<file path="config.mk">
export PLATFORM = sky130hd
export DESIGN_NAME = usf_uart
export DESIGN_NICKNAME = d
export VERILOG_FILES = /design/src/usf_bit_timer.v /design/src/usf_uart.v
export VERILOG_INCLUDE_DIRS = /design/src
export SDC_FILE = /design/constraint.sdc
export NUM_CORES = 1
export LEC_CHECK = 0
export BUFFER_PORTS_ARGS = -buffer_cell sky130_fd_sc_hd__buf_2
export CAP_MARGIN = 20
export CORE_MARGIN = 10
export CORE_UTILIZATION = 59
export DETAILED_ROUTE_END_ITERATION = 8
export PLACE_DENSITY_LB_ADDON = 0.15
export SYNTH_ARGS = -nofsm -noshare
export SYNTH_HDL_FRONTEND = slang
export SYNTH_SLANG_ARGS = --single-unit
</file>
<file path="constraint.sdc">
create_clock -name core_clk -period 5.95 [get_ports core_clk]
set_clock_uncertainty 0.15 [all_clocks]
set_input_delay 0.2975 -clock core_clk [delete_from_list [all_inputs] [get_ports core_clk]]
set_output_delay 0.2975 -clock core_clk [all_outputs]
set_load 0.1 [all_outputs]
</file>
<file path="src/usf_consts.vh">
// Constants for the serial-port status-flag block.
`ifndef USF_CONSTS_VH
`define USF_CONSTS_VH
`define USF_SR_PAR_ERR_BIT  7
`define USF_SR_FRM_ERR_BIT  6
`define USF_SR_OVR_ERR_BIT  5
`define USF_SR_RX_FULL_BIT  4
`define USF_SR_TX_DONE_BIT  3
`define USF_SR_TX_EMPTY_BIT 2
`define USF_SR_RESET      8'h0C
`define USF_TX_IDLE       2'h0
`define USF_TX_SHIFT      2'h1
`define USF_TX_STOP       2'h2
`define USF_RX_IDLE       2'h0
`define USF_RX_DATA       2'h1
`define USF_RX_PAR        2'h2
`define USF_RX_STOP       2'h3
`endif

</file>
<file path="src/usf_bit_timer.v">
// Bit-period timer: pulses once every programmed period plus one enabled clocks.
`timescale 1ns/1ps
`default_nettype none
module usf_bit_timer #(
   parameter DIV_W = 16
) (
   input  wire             core_clk,
   input  wire             srst,
   input  wire             clk_en,
   input  wire             run,
   input  wire [DIV_W-1:0] half_start,
   input  wire [DIV_W-1:0] period,
   output reg              tick
);
   reg [DIV_W-1:0] cnt_reg;
   always @(posedge core_clk) begin
      if (srst) begin
         cnt_reg <= {DIV_W{1'b0}};
         tick    <= 1'b0;
      end else if (clk_en) begin
         tick <= 1'b0;
         if (!run) begin
            cnt_reg <= half_start;
         end else if (cnt_reg == {DIV_W{1'b0}}) begin
            cnt_reg <= period;
            tick    <= 1'b1;
         end else begin
            cnt_reg <= cnt_reg - {{(DIV_W-1){1'b0}}, 1'b1};
         end
      end
   end
endmodule
`default_nettype wire

</file>
<file path="src/usf_uart.v">
// Serial port with status flags, data buffers and read-then-access clearing.
// What this block does
// - Set parity error when computed parity differs from received parity bit.
// - Clear parity error only on buffer read after a status read.
// - Set overrun when a full character arrives while buffer holds unread data.
// - On overrun discard the new character, keep the buffer contents.
// - Clear overrun on receive buffer read following a status read.
// - Keep reception disabled while the overrun flag is set.
// - Set receive-full when a character is loaded into the receive buffer.
// - Clear receive-full on receive buffer read after a status read.
// - Overrun set between status read and buffer read survives that buffer read.
// - Set buffer-empty when the buffer moves to the shift register and sending starts.
// - Clear buffer-empty on transmit buffer write after a status read.
// - Set transmit-end when a character is sent and the buffer is empty.
// - Clear transmit-end when a new transmission begins after a buffer write.
// - Status bits 7..2: parity, framing, overrun, rx full, tx done, tx empty; reset 0000 11.
// - Raise receive interrupt request when a character is loaded into the buffer.
// - Raise transmit interrupt request together with setting buffer-empty.
`timescale 1ns/1ps
`default_nettype none
`include "usf_consts.vh"
module usf_uart #(
   parameter DIV_W = 16
) (
   input  wire             core_clk,
   input  wire             srst,
   input  wire             clk_en,
   input  wire             rx_enable,
   input  wire             tx_enable,
   input  wire             parity_enable_bit,
   input  wire             parity_even,
   input  wire             two_stop_bits,
   input  wire [DIV_W-1:0] bit_period,
   input  wire             status_rd,
   input  wire             rx_buf_rd,
   input  wire             tx_buf_wr,
   input  wire [7:0]       tx_wdata,
   input  wire             serial_in_pin,
   output reg              serial_out_pin,
   output wire [7:0]       serial_status_reg,
   output reg  [7:0]       rx_data_buffer,
   output reg              rx_irq,
   output reg              tx_irq
);
   reg        parity_err_flag;
   reg        framing_err_flag;
   reg        overrun_reg;
   reg        rx_full_reg;
   reg        tx_done_flag;
   reg        tx_buf_empty_flag;
   reg [7:0]  snap_reg;
   reg [7:0]  tx_data_buffer;
   reg        tx_pend_reg;
   reg [1:0]  tx_state_reg;
   reg [7:0]  tx_shift_reg;
   reg [3:0]  tx_cnt_reg;
   reg        tx_par_reg;
   reg        tx_run_reg;
   reg [1:0]  rx_state_reg;
   reg [7:0]  rx_shift_reg;
   reg [3:0]  rx_cnt_reg;
   reg        rx_par_reg;
   reg        rx_run_reg;
   reg        rx_in_reg;
   wire       tx_tick;
   wire       rx_tick;
   wire       tx_start;
   wire       rx_done;
   wire       rx_load;
   wire       rx_overrun;
   wire       rx_par_bad;
   wire       clr_rx;
   wire       clr_tx;
   wire       tx_finish;
   wire [DIV_W-1:0] rx_half;
   wire [DIV_W-1:0] tx_first;

   // The start bit is driven one edge before the timer runs, so its first count is one short.
   assign tx_first = bit_period - {{(DIV_W-1){1'b0}}, 1'b1};
   assign rx_half  = {1'b0, bit_period[DIV_W-1:1]};

   assign serial_status_reg = {parity_err_flag, framing_err_flag, overrun_reg, rx_full_reg,
                               tx_done_flag, tx_buf_empty_flag, 2'b00};

   // A buffer access only counts as a clear once a status read has armed the snapshot.
   assign clr_rx = rx_buf_rd & snap_reg[0];
   assign clr_tx = tx_buf_wr & snap_reg[1];

   usf_bit_timer #(
      .DIV_W (DIV_W)
   ) u_tx_timer (
      .core_clk   (core_clk),
      .srst       (srst),
      .clk_en     (clk_en),
      .run        (tx_run_reg),
      .half_start (tx_first),
      .period     (bit_period),
      .tick       (tx_tick)
   );

   usf_bit_timer #(
      .DIV_W (DIV_W)
   ) u_rx_timer (
      .core_clk   (core_clk),
      .srst       (srst),
      .clk_en     (clk_en),
      .run        (rx_run_reg),
      .half_start (rx_half),
      .period     (bit_period),
      .tick       (rx_tick)
   );

   // Snapshot of flags at the last status read; bit 0/1 arm the rx/tx clears.
   always @(posedge core_clk) begin
      if (srst) begin
         snap_reg <= 8'h00;
      end else if (clk_en) begin
         if (status_rd) begin
            snap_reg <= {serial_status_reg[7:2], 2'b11};
         end else begin
            if (rx_buf_rd) begin
               snap_reg[0]   <= 1'b0;
               snap_reg[7:4] <= 4'h0;
            end
            if (tx_buf_wr) begin
               snap_reg[1]   <= 1'b0;
               snap_reg[3:2] <= 2'b00;
            end
         end
      end
   end

   // Transmit side.
   assign tx_start  = (tx_state_reg == `USF_TX_IDLE) & tx_pend_reg & tx_enable;
   assign tx_finish = (tx_state_reg == `USF_TX_STOP) & tx_tick & (tx_cnt_reg == 4'h0);

   always @(posedge core_clk) begin
      if (srst) begin
         tx_data_buffer    <= 8'h00;
         tx_pend_reg       <= 1'b0;
         tx_buf_empty_flag <= 1'b1;
         tx_done_flag      <= 1'b1;
         tx_state_reg      <= `USF_TX_IDLE;
         tx_shift_reg      <= 8'h00;
         tx_cnt_reg        <= 4'h0;
         tx_par_reg        <= 1'b0;
         tx_run_reg        <= 1'b0;
         serial_out_pin    <= 1'b1;
         tx_irq            <= 1'b0;
      end else if (clk_en) begin
         tx_irq <= 1'b0;
         // Without a prior status read the write is ignored and nothing is sent.
         if (clr_tx) begin
            tx_data_buffer    <= tx_wdata;
            tx_pend_reg       <= 1'b1;
            tx_buf_empty_flag <= 1'b0;
         end
         if (tx_start) begin
            tx_pend_reg       <= 1'b0;
            tx_buf_empty_flag <= 1'b1;
            tx_irq            <= 1'b1;
            tx_done_flag      <= 1'b0;
            tx_shift_reg      <= tx_data_buffer;
            tx_par_reg        <= ~parity_even;
            tx_cnt_reg        <= 4'h8;
            tx_run_reg        <= 1'b1;
            tx_state_reg      <= `USF_TX_SHIFT;
            serial_out_pin    <= 1'b0;
         end else if (tx_tick) begin
            case (tx_state_reg)
               `USF_TX_SHIFT: begin
                  if (tx_cnt_reg != 4'h0) begin
                     serial_out_pin <= tx_shift_reg[0];
                     tx_par_reg     <= tx_par_reg ^ tx_shift_reg[0];
                     tx_shift_reg   <= {1'b0, tx_shift_reg[7:1]};
                     tx_cnt_reg     <= tx_cnt_reg - 4'h1;
                  end else begin
                     serial_out_pin <= parity_enable_bit ? tx_par_reg : 1'b1;
                     tx_cnt_reg     <= parity_enable_bit ? (two_stop_bits ? 4'h2 : 4'h1)
                                                         : (two_stop_bits ? 4'h1 : 4'h0);
                     tx_state_reg   <= `USF_TX_STOP;
                  end
               end
               `USF_TX_STOP: begin
                  serial_out_pin <= 1'b1;
                  if (tx_finish) begin
                     tx_run_reg   <= 1'b0;
                     tx_state_reg <= `USF_TX_IDLE;
                     if (!tx_pend_reg) begin
                        tx_done_flag <= 1'b1;
                     end
                  end else begin
                     tx_cnt_reg <= tx_cnt_reg - 4'h1;
                  end
               end
               default: begin
                  tx_state_reg <= `USF_TX_IDLE;
               end
            endcase
         end
      end
   end

   // Receive side.
   assign rx_done    = (rx_state_reg == `USF_RX_STOP) & rx_tick;
   // A good frame leaves the running XOR of data and parity at 0 for even parity, 1 for odd.
   assign rx_par_bad = parity_enable_bit & (rx_par_reg == parity_even);
   assign rx_overrun = rx_done & rx_full_reg & ~clr_rx;
   assign rx_load    = rx_done & ~rx_overrun;

   always @(posedge core_clk) begin
      if (srst) begin
         rx_in_reg    <= 1'b1;
         rx_state_reg <= `USF_RX_IDLE;
         rx_shift_reg <= 8'h00;
         rx_cnt_reg   <= 4'h0;
         rx_par_reg   <= 1'b0;
         rx_run_reg   <= 1'b0;
      end else if (clk_en) begin
         rx_in_reg <= serial_in_pin;
         case (rx_state_reg)
            `USF_RX_IDLE: begin
               // Start bit is accepted only with no overrun pending.
               if (rx_enable & ~overrun_reg & ~rx_in_reg) begin
                  rx_run_reg   <= 1'b1;
                  rx_cnt_reg   <= 4'h9;
                  rx_par_reg   <= 1'b0;
                  rx_state_reg <= `USF_RX_DATA;
               end
            end
            `USF_RX_DATA: begin
               if (rx_tick) begin
                  if (rx_cnt_reg == 4'h9) begin
                     rx_cnt_reg <= 4'h8;
                  end else begin
                     rx_shift_reg <= {rx_in_reg, rx_shift_reg[7:1]};
                     rx_par_reg   <= rx_par_reg ^ rx_in_reg;
                     rx_cnt_reg   <= rx_cnt_reg - 4'h1;
                     if (rx_cnt_reg == 4'h1) begin
                        rx_state_reg <= parity_enable_bit ? `USF_RX_PAR : `USF_RX_STOP;
                     end
                  end
               end
            end
            `USF_RX_PAR: begin
               if (rx_tick) begin
                  rx_par_reg   <= rx_par_reg ^ rx_in_reg;
                  rx_state_reg <= `USF_RX_STOP;
               end
            end
            `USF_RX_STOP: begin
               if (rx_tick) begin
                  rx_run_reg   <= 1'b0;
                  rx_state_reg <= `USF_RX_IDLE;
               end
            end
            default: begin
               rx_state_reg <= `USF_RX_IDLE;
            end
         endcase
      end
   end

   // Receive flags: a set in the same cycle as a clear wins.
   always @(posedge core_clk) begin
      if (srst) begin
         rx_data_buffer   <= 8'h00;
         rx_full_reg      <= 1'b0;
         overrun_reg      <= 1'b0;
         parity_err_flag  <= 1'b0;
         framing_err_flag <= 1'b0;
         rx_irq           <= 1'b0;
      end else if (clk_en) begin
         rx_irq <= 1'b0;
         if (rx_load) begin
            rx_data_buffer <= rx_shift_reg;
            rx_full_reg    <= 1'b1;
            rx_irq         <= 1'b1;
         end else if (clr_rx & snap_reg[`USF_SR_RX_FULL_BIT]) begin
            rx_full_reg <= 1'b0;
         end
         if (rx_overrun) begin
            overrun_reg <= 1'b1;
         end else if (clr_rx & snap_reg[`USF_SR_OVR_ERR_BIT]) begin
            overrun_reg <= 1'b0;
         end
         if (rx_load & rx_par_bad) begin
            parity_err_flag <= 1'b1;
         end else if (clr_rx & snap_reg[`USF_SR_PAR_ERR_BIT]) begin
            parity_err_flag <= 1'b0;
         end
         if (rx_load & ~rx_in_reg) begin
            framing_err_flag <= 1'b1;
         end else if (clr_rx & snap_reg[`USF_SR_FRM_ERR_BIT]) begin
            framing_err_flag <= 1'b0;
         end
      end
   end
endmodule
`default_nettype wire

</file>
# --- Yosys cells after proc, flatten, opt, wreduce, memory -nomap -nowiden ---
# Index checks and enable logic that the tools add are counted.
# Widths: inputs -> output; s select.
totals:
  ff_bits: 99
  in_bits: 36
  out_inout_bits: 19
  word_cells: 202
op_classes:
  addsub: 5
  n_eq_ne: 18
  mux: 81
  bitwise_logic: 27
  n_reduce_logical: 42
op_table:
  columns: ["op", "n"]
  rows:
  - ["$mux 16", 4]
  - ["$sub 16x1->16 const B", 3]
  - ["$mux 1", 44]
  - ["$mux 8", 5]
  - ["$logic_not 16->1", 2]
  - ["$mux 4", 8]
  - ["$reduce_and 4->1", 7]
  - ["$reduce_bool 2->1", 14]
  - ["$mux 2", 12]
  - ["$and 1x1->1", 19]
  - ["$reduce_and 2->1", 9]
  - ["$pmux 4 s2", 2]
  - ["$ne 3x3->1 const B", 3]
  - ["$ne 2x1->1 const B", 4]
  - ["$pmux 2 s4", 1]
  - ["$sub 4x1->4 const B", 2]
  - ["$reduce_and 7->1", 1]
  - ["$eq 2x2->1 const B", 3]
  - ["$ne 2x2->1 const B", 3]
  - ["$not 1->1", 6]
  - ["$reduce_and 6->1", 1]
  - ["$reduce_bool 3->1", 2]
  - ["$reduce_and 5->1", 1]
  - ["$eq 2x1->1 const B", 2]
  - ["12 further kinds", 15]

# --- Longest topological paths before layout ---
logic_depth:
  word_depth: 9
  ltp_mapped: 8
  depth_no_buf: 7

# --- Modules after synthesis ---
# From an unflattened synthesis, not the netlist that was laid out.
hier_totals:
  cells_unflattened: 718
  hier_area_um2: 5968.2
modules_own_cells:
  columns: ["mod", "instances", "cells_each", "area_each_um2", "seq_area_each_um2"]
  rows:
  - ["usf_uart", 1, 394, 3325.7, 1301.2]
  - ["usf_bit_timer", 2, 162, 1321.3, 340.3]

# --- Least setup slack after synthesis ---
# OpenSTA, ideal clock, no wires.
synth_path:
  path_kind: "register -> register"
  startpoint: "register u_tx_timer.cnt_reg[0]"
  endpoint: "register u_tx_timer.cnt_reg[12]"
  setup_ns: 0.122
  t_arrival_ns: 2.024
  t_required_ns: 5.678
  path_slack_ns: 3.654
  path_stages_with_launch: 8
  path_buffers: 0
  synth_period_minus_slack_ns: 2.296
  path_cell_list: "dfxtp_1 -> inv_1 -> ha_1 -> or4b_2 -> nor4_1 -> mux2i_1 -> o21ai_0 -> a221o_1"
synth_via:
  elab_chain_len: 3
  word_cells_on_any_way: 4
  classes_between: "add/sub (1); mux (2); reduce/logical (1)"
synth_lines:
  columns: ["item", "line_no", "text"]
  rows:
  - ["start, declared", "usf_bit_timer.v:15", "reg [DIV_W-1:0] cnt_reg;"]
  - ["start signal, assigned", "usf_bit_timer.v:18", "cnt_reg <= {DIV_W{1'b0}};"]
  - ["start signal, assigned", "usf_bit_timer.v:23", "cnt_reg <= half_start;"]
  - ["start signal, assigned", "usf_bit_timer.v:25", "cnt_reg <= period;"]
  - ["$sub 16x1->16 or $logic_not 16->1 (tied branches)", "usf_bit_timer.v:28, usf_bit_timer.v:24", null]
  - ["$mux 16 *", "usf_bit_timer.v:24", "end else if (cnt_reg == {DIV_W{1'b0}}) begin"]
  - ["$mux 16 *", "usf_bit_timer.v:22", "if (!run) begin"]
# Mark *: on every way between the ends. The rest lies on a longest branch, timed or not.
# A chain may end at the register's enable or synchronous reset.

# --- Worst setup path after layout ---
layout_path:
  startpoint: "register u_tx_timer.cnt_reg[7]"
  endpoint: "register u_tx_timer.cnt_reg[11]"
# The elaborated chain is that of the path after synthesis.

==> flow_metrics.env <==
export IMPL_dp_slack_ns=3.14
export IMPL_wl_met2_um=7280
export IMPL_clock_sinks=99
export IMPL_grt_max_degree=92
export IMPL_numCtsBuffers=9
export IMPL_fmax_ghz=0.367
export IMPL_postCtsSetupRepairBufs=0
export IMPL_rsz0062_at_grt="no"
export IMPL_initial_utilization_pct=60.0
export IMPL_drt_pass1_iterations=5
export IMPL_rows=36
export IMPL_ioPinCount=55
export IMPL_hp_class="input pin to flop"
export IMPL_die_y_um=119
export IMPL_critPathCaptureType="flop"
export IMPL_cp_required_ns=6.13
export IMPL_place_gp_congestion=0.914
export IMPL_synth_cell_type_count=81
export IMPL_synthAdderAreaFrac_pct=3.23
export IMPL_die_area_mm2=0.0142
export IMPL_synth_simple_gate_area_share_pct=23.0
export IMPL_detail_route_antenna_nets=0
export IMPL_crit_buf_inv=0
export IMPL_synth_xor_area_share_pct=3.92
export IMPL_yosys_warnings=0
export IMPL_vias_per_cell=6.27
export IMPL_sw_frac_of_total_pct=32.8
export IMPL_wl_met1_um=6690
export IMPL_ys_seq_area_share_pct=34.1
export IMPL_hold_viol=0
export IMPL_htree_levels=3
export IMPL_met3WireLength_um=906
export IMPL_dp_cells=849
export IMPL_diodes=0
export IMPL_numPortBuffers=52
export IMPL_ir_worst_vdd_v=0.000169
export IMPL_coreArea_mm2=0.00968
export IMPL_gr_usage_all_layers_pct=21.2
export IMPL_worst_slew_pin_slew_ns=0.977
export IMPL_first_global_vias=5166
export IMPL_crit_family="simple AND/OR/NAND/NOR gates"
export IMPL_die_w_um=119
export IMPL_yosysTopAreaCellShare_pct=34.1
export IMPL_synth_avg_cell_area_um2=8.12
export IMPL_p_sw_uw=495
export IMPL_synth_area_leaders="dfxtp_1 34%, mux2i_1 5.9%, nor2_1 5.0%"
export IMPL_holdBufCountCts=3
export IMPL_clkPwrFrac_pct=30.0
export IMPL_slowest_stage="or2_1"
export IMPL_first_iter_violations=615
export IMPL_synth_top_family_by_area="simple AND/OR/NAND/NOR gates"
export IMPL_root_buffer="clkbuf_8"
export IMPL_routed_wl_um=15300
export IMPL_cts_tree="yes"
export IMPL_utilization_pct=64.4
export IMPL_p_leak_nw=2.43
export IMPL_drv_cap=0
export IMPL_finalSetupTns_ns=0
export IMPL_max_stage_delay_ns=0.56
export IMPL_nets=782
export IMPL_path_max_fanout=14
export IMPL_synth_area_leader_cell="dfxtp_1"
export IMPL_num_vias=5451
export IMPL_crit_chain="nor4_2 -> nand4_1 -> or2_1 -> a2111oi_0 -> o311a_1"
export IMPL_drive_above_1_share_pct=14.3
export IMPL_area_growth_pct=7.39
export IMPL_synthMuxAreaShare_pct=7.41
export IMPL_synth_compound_gate_area_share_pct=22.0
export IMPL_crit_path_start_kind="flop"
export IMPL_antenna_found_initial=0
export IMPL_synth_edf_count=0
export IMPL_status="finished clean"
export IMPL_clockBufferDepth=2
export IMPL_path_clk_slew_ns=0.10
export IMPL_grt_remaining_overflow=0
export IMPL_report_final_slew_viol_count=0
export IMPL_final_cell_count_no_fill=869
export IMPL_setup_viol=0
export IMPL_synthFlopType="dfxtp_1"
export IMPL_path_class="flop to flop"
export IMPL_async_flop_share_pct=0
export IMPL_period_needed_ns=2.72
export IMPL_synth_area_mm2=0.00581
export IMPL_power_density_mw_per_mm2=242
export IMPL_hpwl_um=10700
export IMPL_detail_route_wl_per_cell_um=17.6
export IMPL_arrival_ns=2.90
export IMPL_clk_latency_ns=0.38
export IMPL_worst_slack_ns=3.23
export IMPL_pwr_share_seq_pct=47.9
export IMPL_p_int_mw=1.01
export IMPL_netlist_instances=715
export IMPL_cts_resized=0
export IMPL_worst_slew_margin_rel_pct=34.9
export IMPL_drc=0
export IMPL_top_layer_used="met4"
export IMPL_final_period_utilization_pct=45.8
export IMPL_ys_ff_latch=99
export IMPL_p_comb_share_pct=22.1
export IMPL_whs_ns=0.00677
export IMPL_grt_pass1_wl_um=25400
==> cell usage after synthesis, drive strengths merged (3+ instances only) <==
cell type and n:
a2111oi 5, a211o 3, a211oi 6, a21oi 52, a221oi 3, a22oi 10
a311oi 4, a31oi 4, a32oi 7, and3 3, buf 15, clkbuf 40
dfxtp 99, ha 15, inv 28, mux2 8, mux2i 34, nand2 65
nand2b 5, nand3 12, nand3b 3, nand4 10, nor2 80, nor2b 4
nor3 22, nor3b 8, nor4 15, o211ai 7, o21a 4, o21ai 39
o221ai 7, o22ai 12, o31ai 5, or2 6, or3 8, or4 10
xnor2 18, xor2 8
==> area by class of cell <==
type,count,area [um2]
clock inverter,7,73.8
fill,875,3450
multi-input combinational,534,3460
tap,133,166
inverter,28,105
sequential,99,1980
clock buffer,9,124
timing repair buffer,59,320
==> stage by stage <==
step	area (um2)	power (mW)
floorplan	5810	0.987
global placement	6000	1.05
detailed placement	6000	1.06
CTS	6230	1.51
global route	6240	1.58
finish	6240	1.51
==> power groups by stage <==
stage | clock (mW) | combinational (mW) | sequential [mW]
CTS | 0.459 | 0.328 | 0.722
finish | 0.452 | 0.334 | 0.723
global placement | 0 | 0.319 | 0.735
global route | 0.484 | 0.368 | 0.728
detailed placement | 0 | 0.324 | 0.737
floorplan | 0 | 0.263 | 0.724
==> metal layers <==
| metal | vias up | global-route usage, % |
|---|---|---|
| li1 | 2635 | - |
| met1 | 2582 | 27.0 |
| met4 | 0 | 10.1 |
| met3 | 33 | 3.07 |
| met5 | - | 0 |
| met2 | 201 | 34.7 |
==> final timing paths <==
kind / from / end / slack (ns) / cells past startpoint
hold reg to reg: tx_data_buffer[3] / tx_data_buffer[3] / 0.31 / 2
hold / removal: tx_wdata[6] / tx_data_buffer[6] / 0.007 / 3
setup reg to reg: u_tx_timer.cnt_reg[7] / u_tx_timer.cnt_reg[11] / 3.23 / 5
setup / recovery: u_tx_timer.cnt_reg[7] / u_tx_timer.cnt_reg[11] / 3.23 / 5
==> logic make-up after synthesis <==
kind of cell,Yosys count
compound gates,190
xor+xnor,26
fa+ha+maj,15
buf+inv,83
flops,99
mux,42
other cells,1
simple gates,259
==> layout by cell type, fill, tap and decap left out, types with 4 or more instances in the layout <==
| cell | instances |
|---|---|
| a211oi_1 | 6 |
| a21oi_1 | 52 |
| a22oi_1 | 10 |
| a311oi_1 | 4 |
| a31oi_1 | 4 |
| a32oi_1 | 7 |
| buf_2 | 52 |
| buf_4 | 4 |
| clkbuf_8 | 9 |
| dfxtp_1 | 99 |
| ha_1 | 15 |
| inv_1 | 28 |
| mux2_2 | 8 |
| mux2i_1 | 34 |
| nand2_1 | 64 |
| nand2b_1 | 5 |
| nand3_1 | 12 |
| nand4_1 | 10 |
| nor2_1 | 78 |
| nor2b_1 | 4 |
| nor3_1 | 20 |
| nor3b_1 | 7 |
| nor4_1 | 13 |
| o211ai_1 | 7 |
| o21a_1 | 4 |
| o21ai_0 | 33 |
| o21ai_1 | 5 |
| o221ai_1 | 7 |
| o22ai_1 | 12 |
| o31ai_1 | 5 |
| or2_2 | 5 |
| or3_1 | 7 |
| or4_1 | 7 |
| xnor2_1 | 18 |
| xor2_1 | 8 |
==> worst reg2reg max path: stages, from the launching register on <==
cell and delay, ns:
dfxtp_1 0.39, nor4_2 0.46, nand4_1 0.45, or2_1 0.56, a2111oi_0 0.47, o311a_1 0.19
Power figures use the tool's default switching activity.
